==> src/common/tef_pkg.sv <==
/*
 Shared constants and types for the translation entry block: register
 numbers, field positions, reset values and the stored entry layout.
 Assumes a 64-bit coprocessor move path and a 32-entry array.
*/
package tef_pkg;
    // ==========================================================
    // Register numbers
    localparam logic [4:0] NUM_INDEX  = 5'h00;
    localparam logic [4:0] NUM_RANDOM = 5'h01;
    localparam logic [4:0] NUM_LO0    = 5'h02;
    localparam logic [4:0] NUM_LO1    = 5'h03;
    localparam logic [4:0] NUM_MASK   = 5'h05;
    localparam logic [4:0] NUM_WIRED  = 5'h06;
    localparam logic [4:0] NUM_HI     = 5'h0A;
    localparam logic [4:0] NUM_PROCESSOR_IDENTIFICATION   = 5'h0F;
    localparam logic [4:0] NUM_CONFIG = 5'h10;
    localparam logic [4:0] NUM_LINK   = 5'h11;
    localparam logic [4:0] NUM_CACHE_TAG_LOW  = 5'h1C;
    localparam logic [4:0] NUM_CACHE_TAG_HIGH  = 5'h1D;
    // ==========================================================
    // Field positions
    localparam int HI_REGION_LSB = 62;
    localparam int HI_PAIRED_VIRTUAL_PAGE_LSB   = 13;
    localparam int MASK_LSB      = 13;
    localparam int LO_PFN_LSB    = 6;
    localparam int LO_C_LSB      = 3;
    localparam int LO_D_BIT      = 2;
    localparam int LO_V_BIT      = 1;
    localparam int LO_G_BIT      = 0;
    // ==========================================================
    // Codes, sizes and reset values
    localparam logic [2:0]  C_UNCACHED  = 3'h2;
    localparam logic [1:0]  REGION_USER = 2'h0;
    localparam logic [1:0]  REGION_SUPV = 2'h1;
    localparam logic [1:0]  REGION_KERN = 2'h3;
    localparam logic [4:0]  SCAN_LAST   = 5'h1F;
    localparam logic [5:0]  SCAN_START  = 6'h00;
    localparam logic [63:0] RST_DATA    = 64'h0;
    // ==========================================================
    // Types
    typedef struct packed {
        logic [19:0] page_frame_number;
        logic [2:0]  c;
        logic        d;
        logic        v;
        logic        g;
    } tef_lo_t;
    typedef struct packed {
        logic [11:0] mask;
        logic [1:0]  region;
        logic [26:0] paired_virtual_page;
        logic        g;
        logic [7:0]  address_space_identifier;
        tef_lo_t     lo0;
        tef_lo_t     lo1;
    } tef_entry_t;
    typedef enum logic [1:0] {
        ST_IDLE = 2'b00,
        ST_SCAN = 2'b01,
        ST_READ = 2'b10
    } tef_state_e;
endpackage

==> src/verilog/tef_mem.sv <==
/*
 Entry array: one write port, one read port whose data come from a
 register. Assumes the owner serialises array operations.
*/
`timescale 1ns/100ps
module tef_mem
    import tef_pkg::*;
(
    input  wire logic       clk,
    input  wire logic       rst,
    input  wire logic       we,
    input  wire logic [4:0] waddr,
    input  tef_entry_t      wdata,
    input  wire logic [4:0] raddr,
    output tef_entry_t      rdata
);
    tef_entry_t mem [0:31];

    // ==========================================================
    // Array write and registered read
    always_ff @(posedge clk) begin
        if (we) begin
            mem[waddr] <= wdata;
        end
    end

    always_ff @(posedge clk or posedge rst) begin
        if (rst) begin
            rdata <= '0;
        end else begin
            rdata <= mem[raddr];
        end
    end
endmodule

==> src/verilog/tef_match.sv <==
/*
 Compares one stored entry with a virtual address and forms the
 physical address. Purely combinational; fed from a registered read.
*/
`timescale 1ns/100ps
module tef_match
    import tef_pkg::*;
(
    input  tef_entry_t        ent,
    input  wire logic [63:0]  va,
    input  wire logic [7:0]   address_space_identifier,
    input  wire logic         mode64,
    output logic              hit,
    output logic              odd,
    output logic [31:0]       paddr
);
    logic [26:0] keep;
    logic [31:0] offmask;
    tef_lo_t     sel;

    always_comb begin
        keep = ~{15'h0000, ent.mask};
        hit = (((ent.paired_virtual_page ^ va[39:13]) & keep) == 27'h0000000)
            && (ent.g || (ent.address_space_identifier == address_space_identifier))
            && (!mode64 || (ent.region == va[63:62]));
        odd = va[12];
        for (int i = 0; i < 12; i++) begin
            if (ent.mask[i]) begin
                odd = va[13 + i];
            end
        end
        sel = odd ? ent.lo1 : ent.lo0;
        offmask = {8'h00, ent.mask, 12'hFFF};
        paddr = ({sel.page_frame_number, 12'h000} & ~offmask) | (va[31:0] & offmask);
    end
endmodule

==> src/verilog/tef_tlb.sv <==
/*
 Translation entry staging registers and 32-entry array with read,
 write, probe and lookup.
 Assumes operations start only while TLB_BUSY is low and that the
 index, random and wired registers live outside this block.
*/
// Overview of operation
// - Staging registers mirror every stored entry field
// - Global bit stored, reserved in high entry
// - Stored page number is address over two
// - Each entry holds eight-bit address space identifier
// - Region compared with address bits 63:62 when MODE64 is high
// - High entry fill reads zero, ignores writes
// - Reserved zero fields read zero
// - Frame number gives upper physical address bits
// - Clear dirty bit blocks writes to page
// - Global in both lows skips identifier match
// - Cache attribute two means uncached
// - Numbers 0,1,2,3,5,6,10 for mapping registers
// - Numbers 15,16,17,28,29 for remaining registers
// - Even low for even page, odd low odd
// - Mask selects page size over bits 24:13
// - Faults load high entry with failing page
`timescale 1ns/100ps
module tef_tlb
    import tef_pkg::*;
(
    input  wire logic        MCLK,
    input  wire logic        SYS_RST,
    input  wire logic        MODE64,
    input  wire logic [4:0]  REG_NUM,
    input  wire logic        REG_WR,
    input  wire logic [63:0] REG_WDATA,
    input  wire logic        REG_RD,
    output logic      [63:0] REG_RDATA,
    input  wire logic        TLB_READ,
    input  wire logic        TLB_WRITE,
    input  wire logic        TLB_PROBE,
    input  wire logic [4:0]  TLB_INDEX,
    output logic             TLB_BUSY,
    output logic             PROBE_DONE,
    output logic             PROBE_HIT,
    output logic      [4:0]  PROBE_INDEX,
    input  wire logic        LK_REQ,
    input  wire logic [63:0] LK_VADDR,
    input  wire logic        LK_STORE,
    output logic             LK_DONE,
    output logic      [31:0] LK_PADDR,
    output logic             LK_UNCACHED,
    output logic             LK_REFILL,
    output logic             LK_INVALID,
    output logic             LK_MODIFIED
);
    typedef struct packed {
        tef_state_e  st;
        logic        busy;
        logic [5:0]  cnt;
        logic [4:0]  last;
        logic        seen;
        logic        probe;
        logic        store;
        logic [63:0] va;
        logic [1:0]  hi_region;
        logic [26:0] hi_paired_virtual_page;
        logic [7:0]  hi_address_space_identifier;
        tef_lo_t     lo0;
        tef_lo_t     lo1;
        logic [11:0] mask;
        logic [63:0] rdata;
        logic        lk_done;
        logic        refill;
        logic        invalid;
        logic        modified;
        logic        uncached;
        logic [31:0] paddr;
        logic        pr_done;
        logic        pr_hit;
        logic [4:0]  pr_idx;
    } tef_regs_t;

    tef_regs_t   s;
    tef_regs_t   next_s;
    tef_entry_t  wr_ent;
    tef_entry_t  rd_ent;
    logic        mem_we;
    logic [4:0]  mem_raddr;
    logic        hit;
    logic        odd;
    logic [31:0] pa;
    tef_lo_t     sel;
    logic        fin;

    // ==========================================================
    // Entry array and comparator
    tef_mem u_mem (
        .clk   (MCLK),
        .rst   (SYS_RST),
        .we    (mem_we),
        .waddr (TLB_INDEX),
        .wdata (wr_ent),
        .raddr (mem_raddr),
        .rdata (rd_ent)
    );

    tef_match u_match (
        .ent    (rd_ent),
        .va     (s.va),
        .address_space_identifier   (s.hi_address_space_identifier),
        .mode64 (MODE64),
        .hit    (hit),
        .odd    (odd),
        .paddr  (pa)
    );

    // ==========================================================
    // Register read formatting
    function automatic logic [63:0] lo_word(input tef_lo_t lo);
        lo_word = {38'h0, lo.page_frame_number, lo.c, lo.d, lo.v, lo.g};
    endfunction

    function automatic tef_lo_t lo_load(input logic [63:0] w);
        lo_load = w[25:0];
    endfunction

    // ==========================================================
    // Next-state logic
    always_comb begin
        next_s = s;
        next_s.lk_done = 1'b0;
        next_s.pr_done = 1'b0;
        sel = odd ? rd_ent.lo1 : rd_ent.lo0;
        fin = 1'b0;
        wr_ent.mask = s.mask;
        wr_ent.region = s.hi_region;
        wr_ent.paired_virtual_page = s.hi_paired_virtual_page;
        wr_ent.g = s.lo0.g & s.lo1.g;
        wr_ent.address_space_identifier = s.hi_address_space_identifier;
        wr_ent.lo0 = s.lo0;
        wr_ent.lo1 = s.lo1;
        mem_we = (s.st == ST_IDLE) && TLB_WRITE;
        mem_raddr = (s.st == ST_SCAN) ? s.cnt[4:0] : TLB_INDEX;
        // Register numbers outside this block read as zero
        if (!REG_RD) begin
            next_s.rdata = s.rdata;
        end else if (REG_NUM == NUM_LO0) begin
            next_s.rdata = lo_word(s.lo0);
        end else if (REG_NUM == NUM_LO1) begin
            next_s.rdata = lo_word(s.lo1);
        end else if (REG_NUM == NUM_MASK) begin
            next_s.rdata = {39'h0, s.mask, 13'h0000};
        end else if (REG_NUM == NUM_HI) begin
            next_s.rdata = {s.hi_region, 22'h000000, s.hi_paired_virtual_page, 5'h00, s.hi_address_space_identifier};
        end else begin
            next_s.rdata = RST_DATA;
        end
        // Software writes; fill and reserved bits are dropped
        if (REG_WR) begin
            if (REG_NUM == NUM_LO0) begin
                next_s.lo0 = lo_load(REG_WDATA);
            end else if (REG_NUM == NUM_LO1) begin
                next_s.lo1 = lo_load(REG_WDATA);
            end else if (REG_NUM == NUM_MASK) begin
                next_s.mask = REG_WDATA[24:13];
            end else if (REG_NUM == NUM_HI) begin
                next_s.hi_region = REG_WDATA[63:62];
                next_s.hi_paired_virtual_page = REG_WDATA[39:13];
                next_s.hi_address_space_identifier = REG_WDATA[7:0];
            end
        end
        case (s.st)
            ST_IDLE: begin
                next_s.cnt = SCAN_START;
                next_s.seen = 1'b0;
                if (TLB_WRITE) begin
                    next_s.st = ST_IDLE;
                end else if (TLB_READ) begin
                    next_s.st = ST_READ;
                end else if (TLB_PROBE) begin
                    next_s.st = ST_SCAN;
                    next_s.probe = 1'b1;
                    next_s.store = 1'b0;
                    next_s.va = {s.hi_region, 22'h000000, s.hi_paired_virtual_page, 13'h0000};
                end else if (LK_REQ) begin
                    next_s.st = ST_SCAN;
                    next_s.probe = 1'b0;
                    next_s.store = LK_STORE;
                    next_s.va = LK_VADDR;
                end
            end
            ST_READ: begin
                next_s.st = ST_IDLE;
                next_s.mask = rd_ent.mask;
                next_s.hi_region = rd_ent.region;
                next_s.hi_paired_virtual_page = rd_ent.paired_virtual_page;
                next_s.hi_address_space_identifier = rd_ent.address_space_identifier;
                next_s.lo0 = rd_ent.lo0;
                next_s.lo1 = rd_ent.lo1;
                next_s.lo0.g = rd_ent.g;
                next_s.lo1.g = rd_ent.g;
            end
            ST_SCAN: begin
                next_s.cnt = s.cnt + 6'h01;
                next_s.last = s.cnt[4:0];
                next_s.seen = 1'b1;
                fin = s.seen && (hit || (s.last == SCAN_LAST));
                if (fin) begin
                    next_s.st = ST_IDLE;
                    if (s.probe) begin
                        next_s.pr_done = 1'b1;
                        next_s.pr_hit = hit;
                        next_s.pr_idx = s.last;
                    end else begin
                        next_s.lk_done = 1'b1;
                        next_s.refill = !hit;
                        next_s.invalid = hit && !sel.v;
                        next_s.modified = hit && sel.v && s.store && !sel.d;
                        next_s.uncached = hit && (sel.c == C_UNCACHED);
                        next_s.paddr = hit ? pa : 32'h00000000;
                        if (!hit || !sel.v || (s.store && !sel.d)) begin
                            next_s.hi_region = s.va[63:62];
                            next_s.hi_paired_virtual_page = s.va[39:13];
                        end
                    end
                end
            end
            default: begin
                next_s.st = ST_IDLE;
            end
        endcase
        next_s.busy = (next_s.st != ST_IDLE);
    end

    always_ff @(posedge MCLK or posedge SYS_RST) begin
        if (SYS_RST) begin
            s <= '0;
        end else begin
            s <= next_s;
        end
    end

    // ==========================================================
    // Outputs
    assign REG_RDATA   = s.rdata;
    assign TLB_BUSY    = s.busy;
    assign PROBE_DONE  = s.pr_done;
    assign PROBE_HIT   = s.pr_hit;
    assign PROBE_INDEX = s.pr_idx;
    assign LK_DONE     = s.lk_done;
    assign LK_PADDR    = s.paddr;
    assign LK_UNCACHED = s.uncached;
    assign LK_REFILL   = s.refill;
    assign LK_INVALID  = s.invalid;
    assign LK_MODIFIED = s.modified;
endmodule

==> config.mk <==
export PLATFORM = sky130hd
export DESIGN_NAME = tef_tlb
export DESIGN_NICKNAME = d
export VERILOG_FILES = /design/src/common/tef_pkg.sv /design/src/verilog/tef_mem.sv /design/src/verilog/tef_match.sv /design/src/verilog/tef_tlb.sv
export SDC_FILE = /design/constraint.sdc
export NUM_CORES = 2
export LEC_CHECK = 0
export BUFFER_PORTS_ARGS = -buffer_cell sky130_fd_sc_hd__buf_2
export CAP_MARGIN = 0
export CORE_MARGIN = 2
export CORE_UTILIZATION = 25
export DETAILED_ROUTE_END_ITERATION = 8
export SYNTH_ARGS = -nofsm -noshare
export SYNTH_HDL_FRONTEND = slang
export SYNTH_HIERARCHICAL = 1
export SYNTH_SLANG_ARGS = --single-unit
==> constraint.sdc <==
create_clock -name MCLK -period 14.5 [get_ports MCLK]
set_input_delay 4.35 -clock MCLK [delete_from_list [all_inputs] [get_ports MCLK]]
set_output_delay 4.35 -clock MCLK [all_outputs]
set_load 0.05 [all_outputs]
### Word-level counts from Yosys, hierarchy flattened

Memories as Yosys holds them, arrays and structs flattened. A register that Yosys moved wholly into a read port is not among the register bits.
Index checks and enable logic that the tools add are counted.
W data, S select, Z words.

* $mul: 0
* eq/ne operators: 13
* $add $sub $neg: 1
* div/mod/pow operators: 0
* muxes and demuxes: 50
* shift operators: 0
* bitwise logic cells: 11
* magnitude comparators: 0
* reductions and logical operators: 36

Operators by type and width (count)
* $mux W64: 4
* $mux W37: 5
* $mux W66: 2
* $mux W101: 1
* $mux W44: 2
* $mux W29: 3
* $mux W26: 3
* $mux W72: 1
* $pmux W29 S2: 1
* $mux W38: 1
* $and A32 B24 Y32: 1
* $and A32 B32 Y32: 1
* $mux W32: 1
* $not A24 Y32: 1
* $or A32 B32 Y32: 1
* $and A27 B27 Y27: 1
* $logic_not A27 Y1: 1
* $not A12 Y27: 1
* $xor A27 B27 Y27: 1
* $mux W12: 2
* $reduce_bool A2 Y1: 8
* $mux W1: 14
* $pmux W6 S2: 1
* $eq A5 B2 Y1 const B: 2
* 25 further kinds: 52

* memories: 1
* register bits after elaboration: 290
* output and inout port bits: 109
* memory bits (writable): 3264
* logic and storage cells: 144
* input bits: 148
* bits in latches: 0
* ROM bits: 0

Memories
* u_mem.mem: depth 32, bits a word 102, rd ports 1, clocked after Yosys merged registers in 1, write ports 1, line tef_mem.sv:17 `tef_entry_t mem [0:31];`

### Logic depth before layout (Yosys ltp)

* depth after elaboration: 20
* gate-level depth with buffers: 15

### Hierarchy

Netlist, hierarchy kept.

By module, submodules not included
* tef_mem: cells each 5955, instances 1, area each 126461.3 um2
* tef_tlb: cells each 1340, instances 1, area each 13085.0 um2
* tef_match: cells each 158, instances 1, area each 1201.2 um2

### Worst setup path after synthesis

No wires, ideal clock.

* path type: input-to-reg
* from: input TLB_WRITE
* to: memory u_mem/mem[12][0] (netlist name), enable pin
* slack: 4.541 ns
* stages on the path: 4
* data arrival time: 9.395 ns
* buffers on the path: 1
* path through: and2_1 > or3b_2 > clkbuf_1 > nor2_1

* cells in the longest elaborated chain, start to end: 3

RTL lines
* start, declared: line tef_tlb.sv:37 `input wire logic TLB_WRITE,`
* $logic_and A1 B1 Y1: line tef_tlb.sv:140 `mem_we = (s.st == ST_IDLE) && TLB_WRITE;`
* $mux W1: line tef_mem.sv:22 `if (we) begin`
* $mux W1 (implied by the code): line tef_mem.sv:23 `mem[waddr] <= wdata;`
* end, declared: line tef_mem.sv:17

Every way passes these cells.

### Worst setup path after layout

* from: input TLB_WRITE
* to: memory u_mem/mem[18][24] (netlist name), enable pin

* cells in the longest elaborated chain, start to end: 3

RTL lines
* $logic_and A1 B1 Y1: line tef_tlb.sv:140
* net mem_we: line tef_tlb.sv:85 `logic mem_we;`
* $mux W1: line tef_mem.sv:22
* $mux W1 (implied by the code): line tef_mem.sv:23

The timed path passes the listed nets, and every way through them passes these cells.

==> run_results.csv <==
group,metric,value,unit
pwr,power,0.0234,W
pwr,pwr_density_cell,148,nW/um2
layout,mostFrequentLayoutCell,"edfxtp_1",
detailed_routing,wl_per_cell,28.0,um
synth,ys_warn_count,6,
floorplan,die_h,745,um
detailed_routing,drtIter0Drc,11000,
job,maxCapViolCount,0,
detailed_routing,drcViolationCount,4,
critical_path,worstSetupStartpointType,"input port",
synth,syn_inst,7254,
status,outcome,"finished, violations left",
pwr,p_leak,52.4,nW
sta,final.period_utilization,54.1,%
grt,overflow,0,
sta,whs,0.477,ns
status,violations,"design-rule violations",
detailed_routing,vias,74500,
sta,rsz0062_at_grt,"no",
synth,syn_area,137000,um2
critical_path,timing.rr.start,"s[179]$_DFFE_PP0P_",
layout,nets,7618,
detailed_routing,firstDrtPassIters,9,
critical_path,cp.arrival,8.36,ns
synth,syn_avg_cell_area,18.9,um2
layout,fillers,53500,
clock_tree,postCtsSetupRepairBufs,0,
layout,final_cell_mix,"3200 x edfxtp_1, 894 x mux2i_1, 537 x a22oi_1, 400 x mux4_2, 359 x clkbuf_16",
min_path,hold_path.startpoint,"s[214]$_DFFE_PP0P_",
placement,gp_congestion,0.837,
clock_tree,clk_latency,0.91,ns
floorplan,chipWidth,745,um
sta,min_period,7.85,ns
critical_path,crit_start,"TLB_WRITE",
clock_tree,cts-root-buf,"clkbuf_16",
critical_path,path_class,"in2reg",
clock_tree,cts_hold_buf,0,
placement,port_buffers,190,
sta,finalSetupViolations,0,
sta,maxSlewViolCount,0,
sta,fmax,0.127,GHz
grt,antenna_found_initial,53,
detailed_routing,detail_route.vias_per_cell,4.95,
sta,tightest_slew,1.45,ns
clock_tree,cts_tree,"yes",
clock_tree,htreeDepth,5,
min_path,hp-class,"reg2reg",
sta,finalSetupTns,0,ns
sta,fin_skew,0.0723,ns
critical_path,cp-end-kind,"flip-flop",
sta,finalHoldViolations,0,
clock_tree,post_cts_resized,0,
clock_tree,cts_buffer_depth,4,
detailed_routing,detail-route-antenna-nets,0,
placement,place_area,147000,um2
sta,slew_headroom,3.08,%
floorplan,start_util,25.1,%
floorplan,rows,272,
clock_tree,numClockSinks,3545,
grt,grt_pass1_wl,577000,um
critical_path,critPathRequiredTime,15.02,ns
critical_path,cp_max_fo,33,
clock_tree,cts_buffers,354,
grt,grtUsageTotal,14.5,%
pwr,peakVddDrop,0.121,mV
grt,grt_max_degree,146,
clock_tree,clk_pin_slew,0.06,ns
floorplan,die_area,556000,um2
layout,syn2layout_area_growth,15.2,%
placement,dpl.hpwl,232000,um
detailed_routing,wirelength,421000,um
layout,layout-drive-gt1-share,18.3,%
grt,grt_pass1_vias,71400,
floorplan,core,548000,um2
layout,final_cell_area,158000,um2
floorplan,num_io_pins,257,
## path summary, 6_finish.rpt
kind	end	slack (ns)	depth (start not counted)
worst max-delay path	u_mem/mem[18][24]$_DFFE_PP_	6.65	6
worst min-delay path	s[214]$_DFFE_PP0P_	0.48	2
worst max register to register	s[199]$_DFF_PP0_	8.98	9
worst min register to register	s[214]$_DFFE_PP0P_	0.48	2
max in group asynchronous	s[168]$_DFFE_PP0P_	9.34	3
min in group asynchronous	u_mem/rdata[78]$_DFF_PP0_	3.63	2
## worst max-delay path, stage by stage
cell      delay (ns)
buf_2           0.13
and2_1          0.24
nand3b_1        0.71
nor2_4          1.07
buf_4           0.90
buf_4           0.75
## per-stage QoR
step | cells | util [%] | worst slack [ns]
after floorplan | 7275 | - | 3.42
after global placement | 14400 | 26.8 | 5.91
after detailed placement | 14400 | 26.8 | 5.90
after CTS | 15000 | 28.8 | 6.84
after global routing | 15000 | 28.8 | 6.64
final | 15100 | 28.9 | 6.65
## final cells by class
type	instances	area, um2	area share (%)
Antenna cell	39	97.6	0.0617
Clock buffer	483	9800	6.19
Clock inverter	162	1600	1.01
Inverter	71	279	0.176
Multi-Input combinational cell	3105	30000	19.0
Sequential cell	3545	105000	66.2
Tap cell	7261	9080	5.74
Timing Repair Buffer	389	2670	1.69
## routing by layer
metal | vias up | track usage, % | part of all wire [%]
li1 | 29800 | - | -
met4 | 38 | 3.65 | 2.4
met2 | 3956 | 21.4 | 43
met1 | 40000 | 20.0 | 41
met3 | 631 | 5.39 | 13
met5 | - | 0.403 | 0.12
## state kept, by name (all words and copies together), names as in the netlist
name / count
u_mem/mem: 3200
s: 158
PROBE_INDEX: 5
LK_MODIFIED: 1
PROBE_HIT: 1
u_mem/rdata: 100
LK_PADDR: 32
TLB_BUSY: 1
LK_REFILL: 1
PROBE_DONE: 1
REG_RDATA: 42
LK_DONE: 1
LK_INVALID: 1
LK_UNCACHED: 1
## power by group
| group | switching (W) | internal, W | leakage (nW) | total [W] |
|---|---|---|---|---|
| combinational | 0.00101 | 0.000509 | 13.3 | 0.00152 |
| clock | 0.00385 | 0.00525 | 5.60 | 0.00910 |
| sequential | 0.000776 | 0.0120 | 33.5 | 0.0127 |
Power figures use the tool's default switching activity.
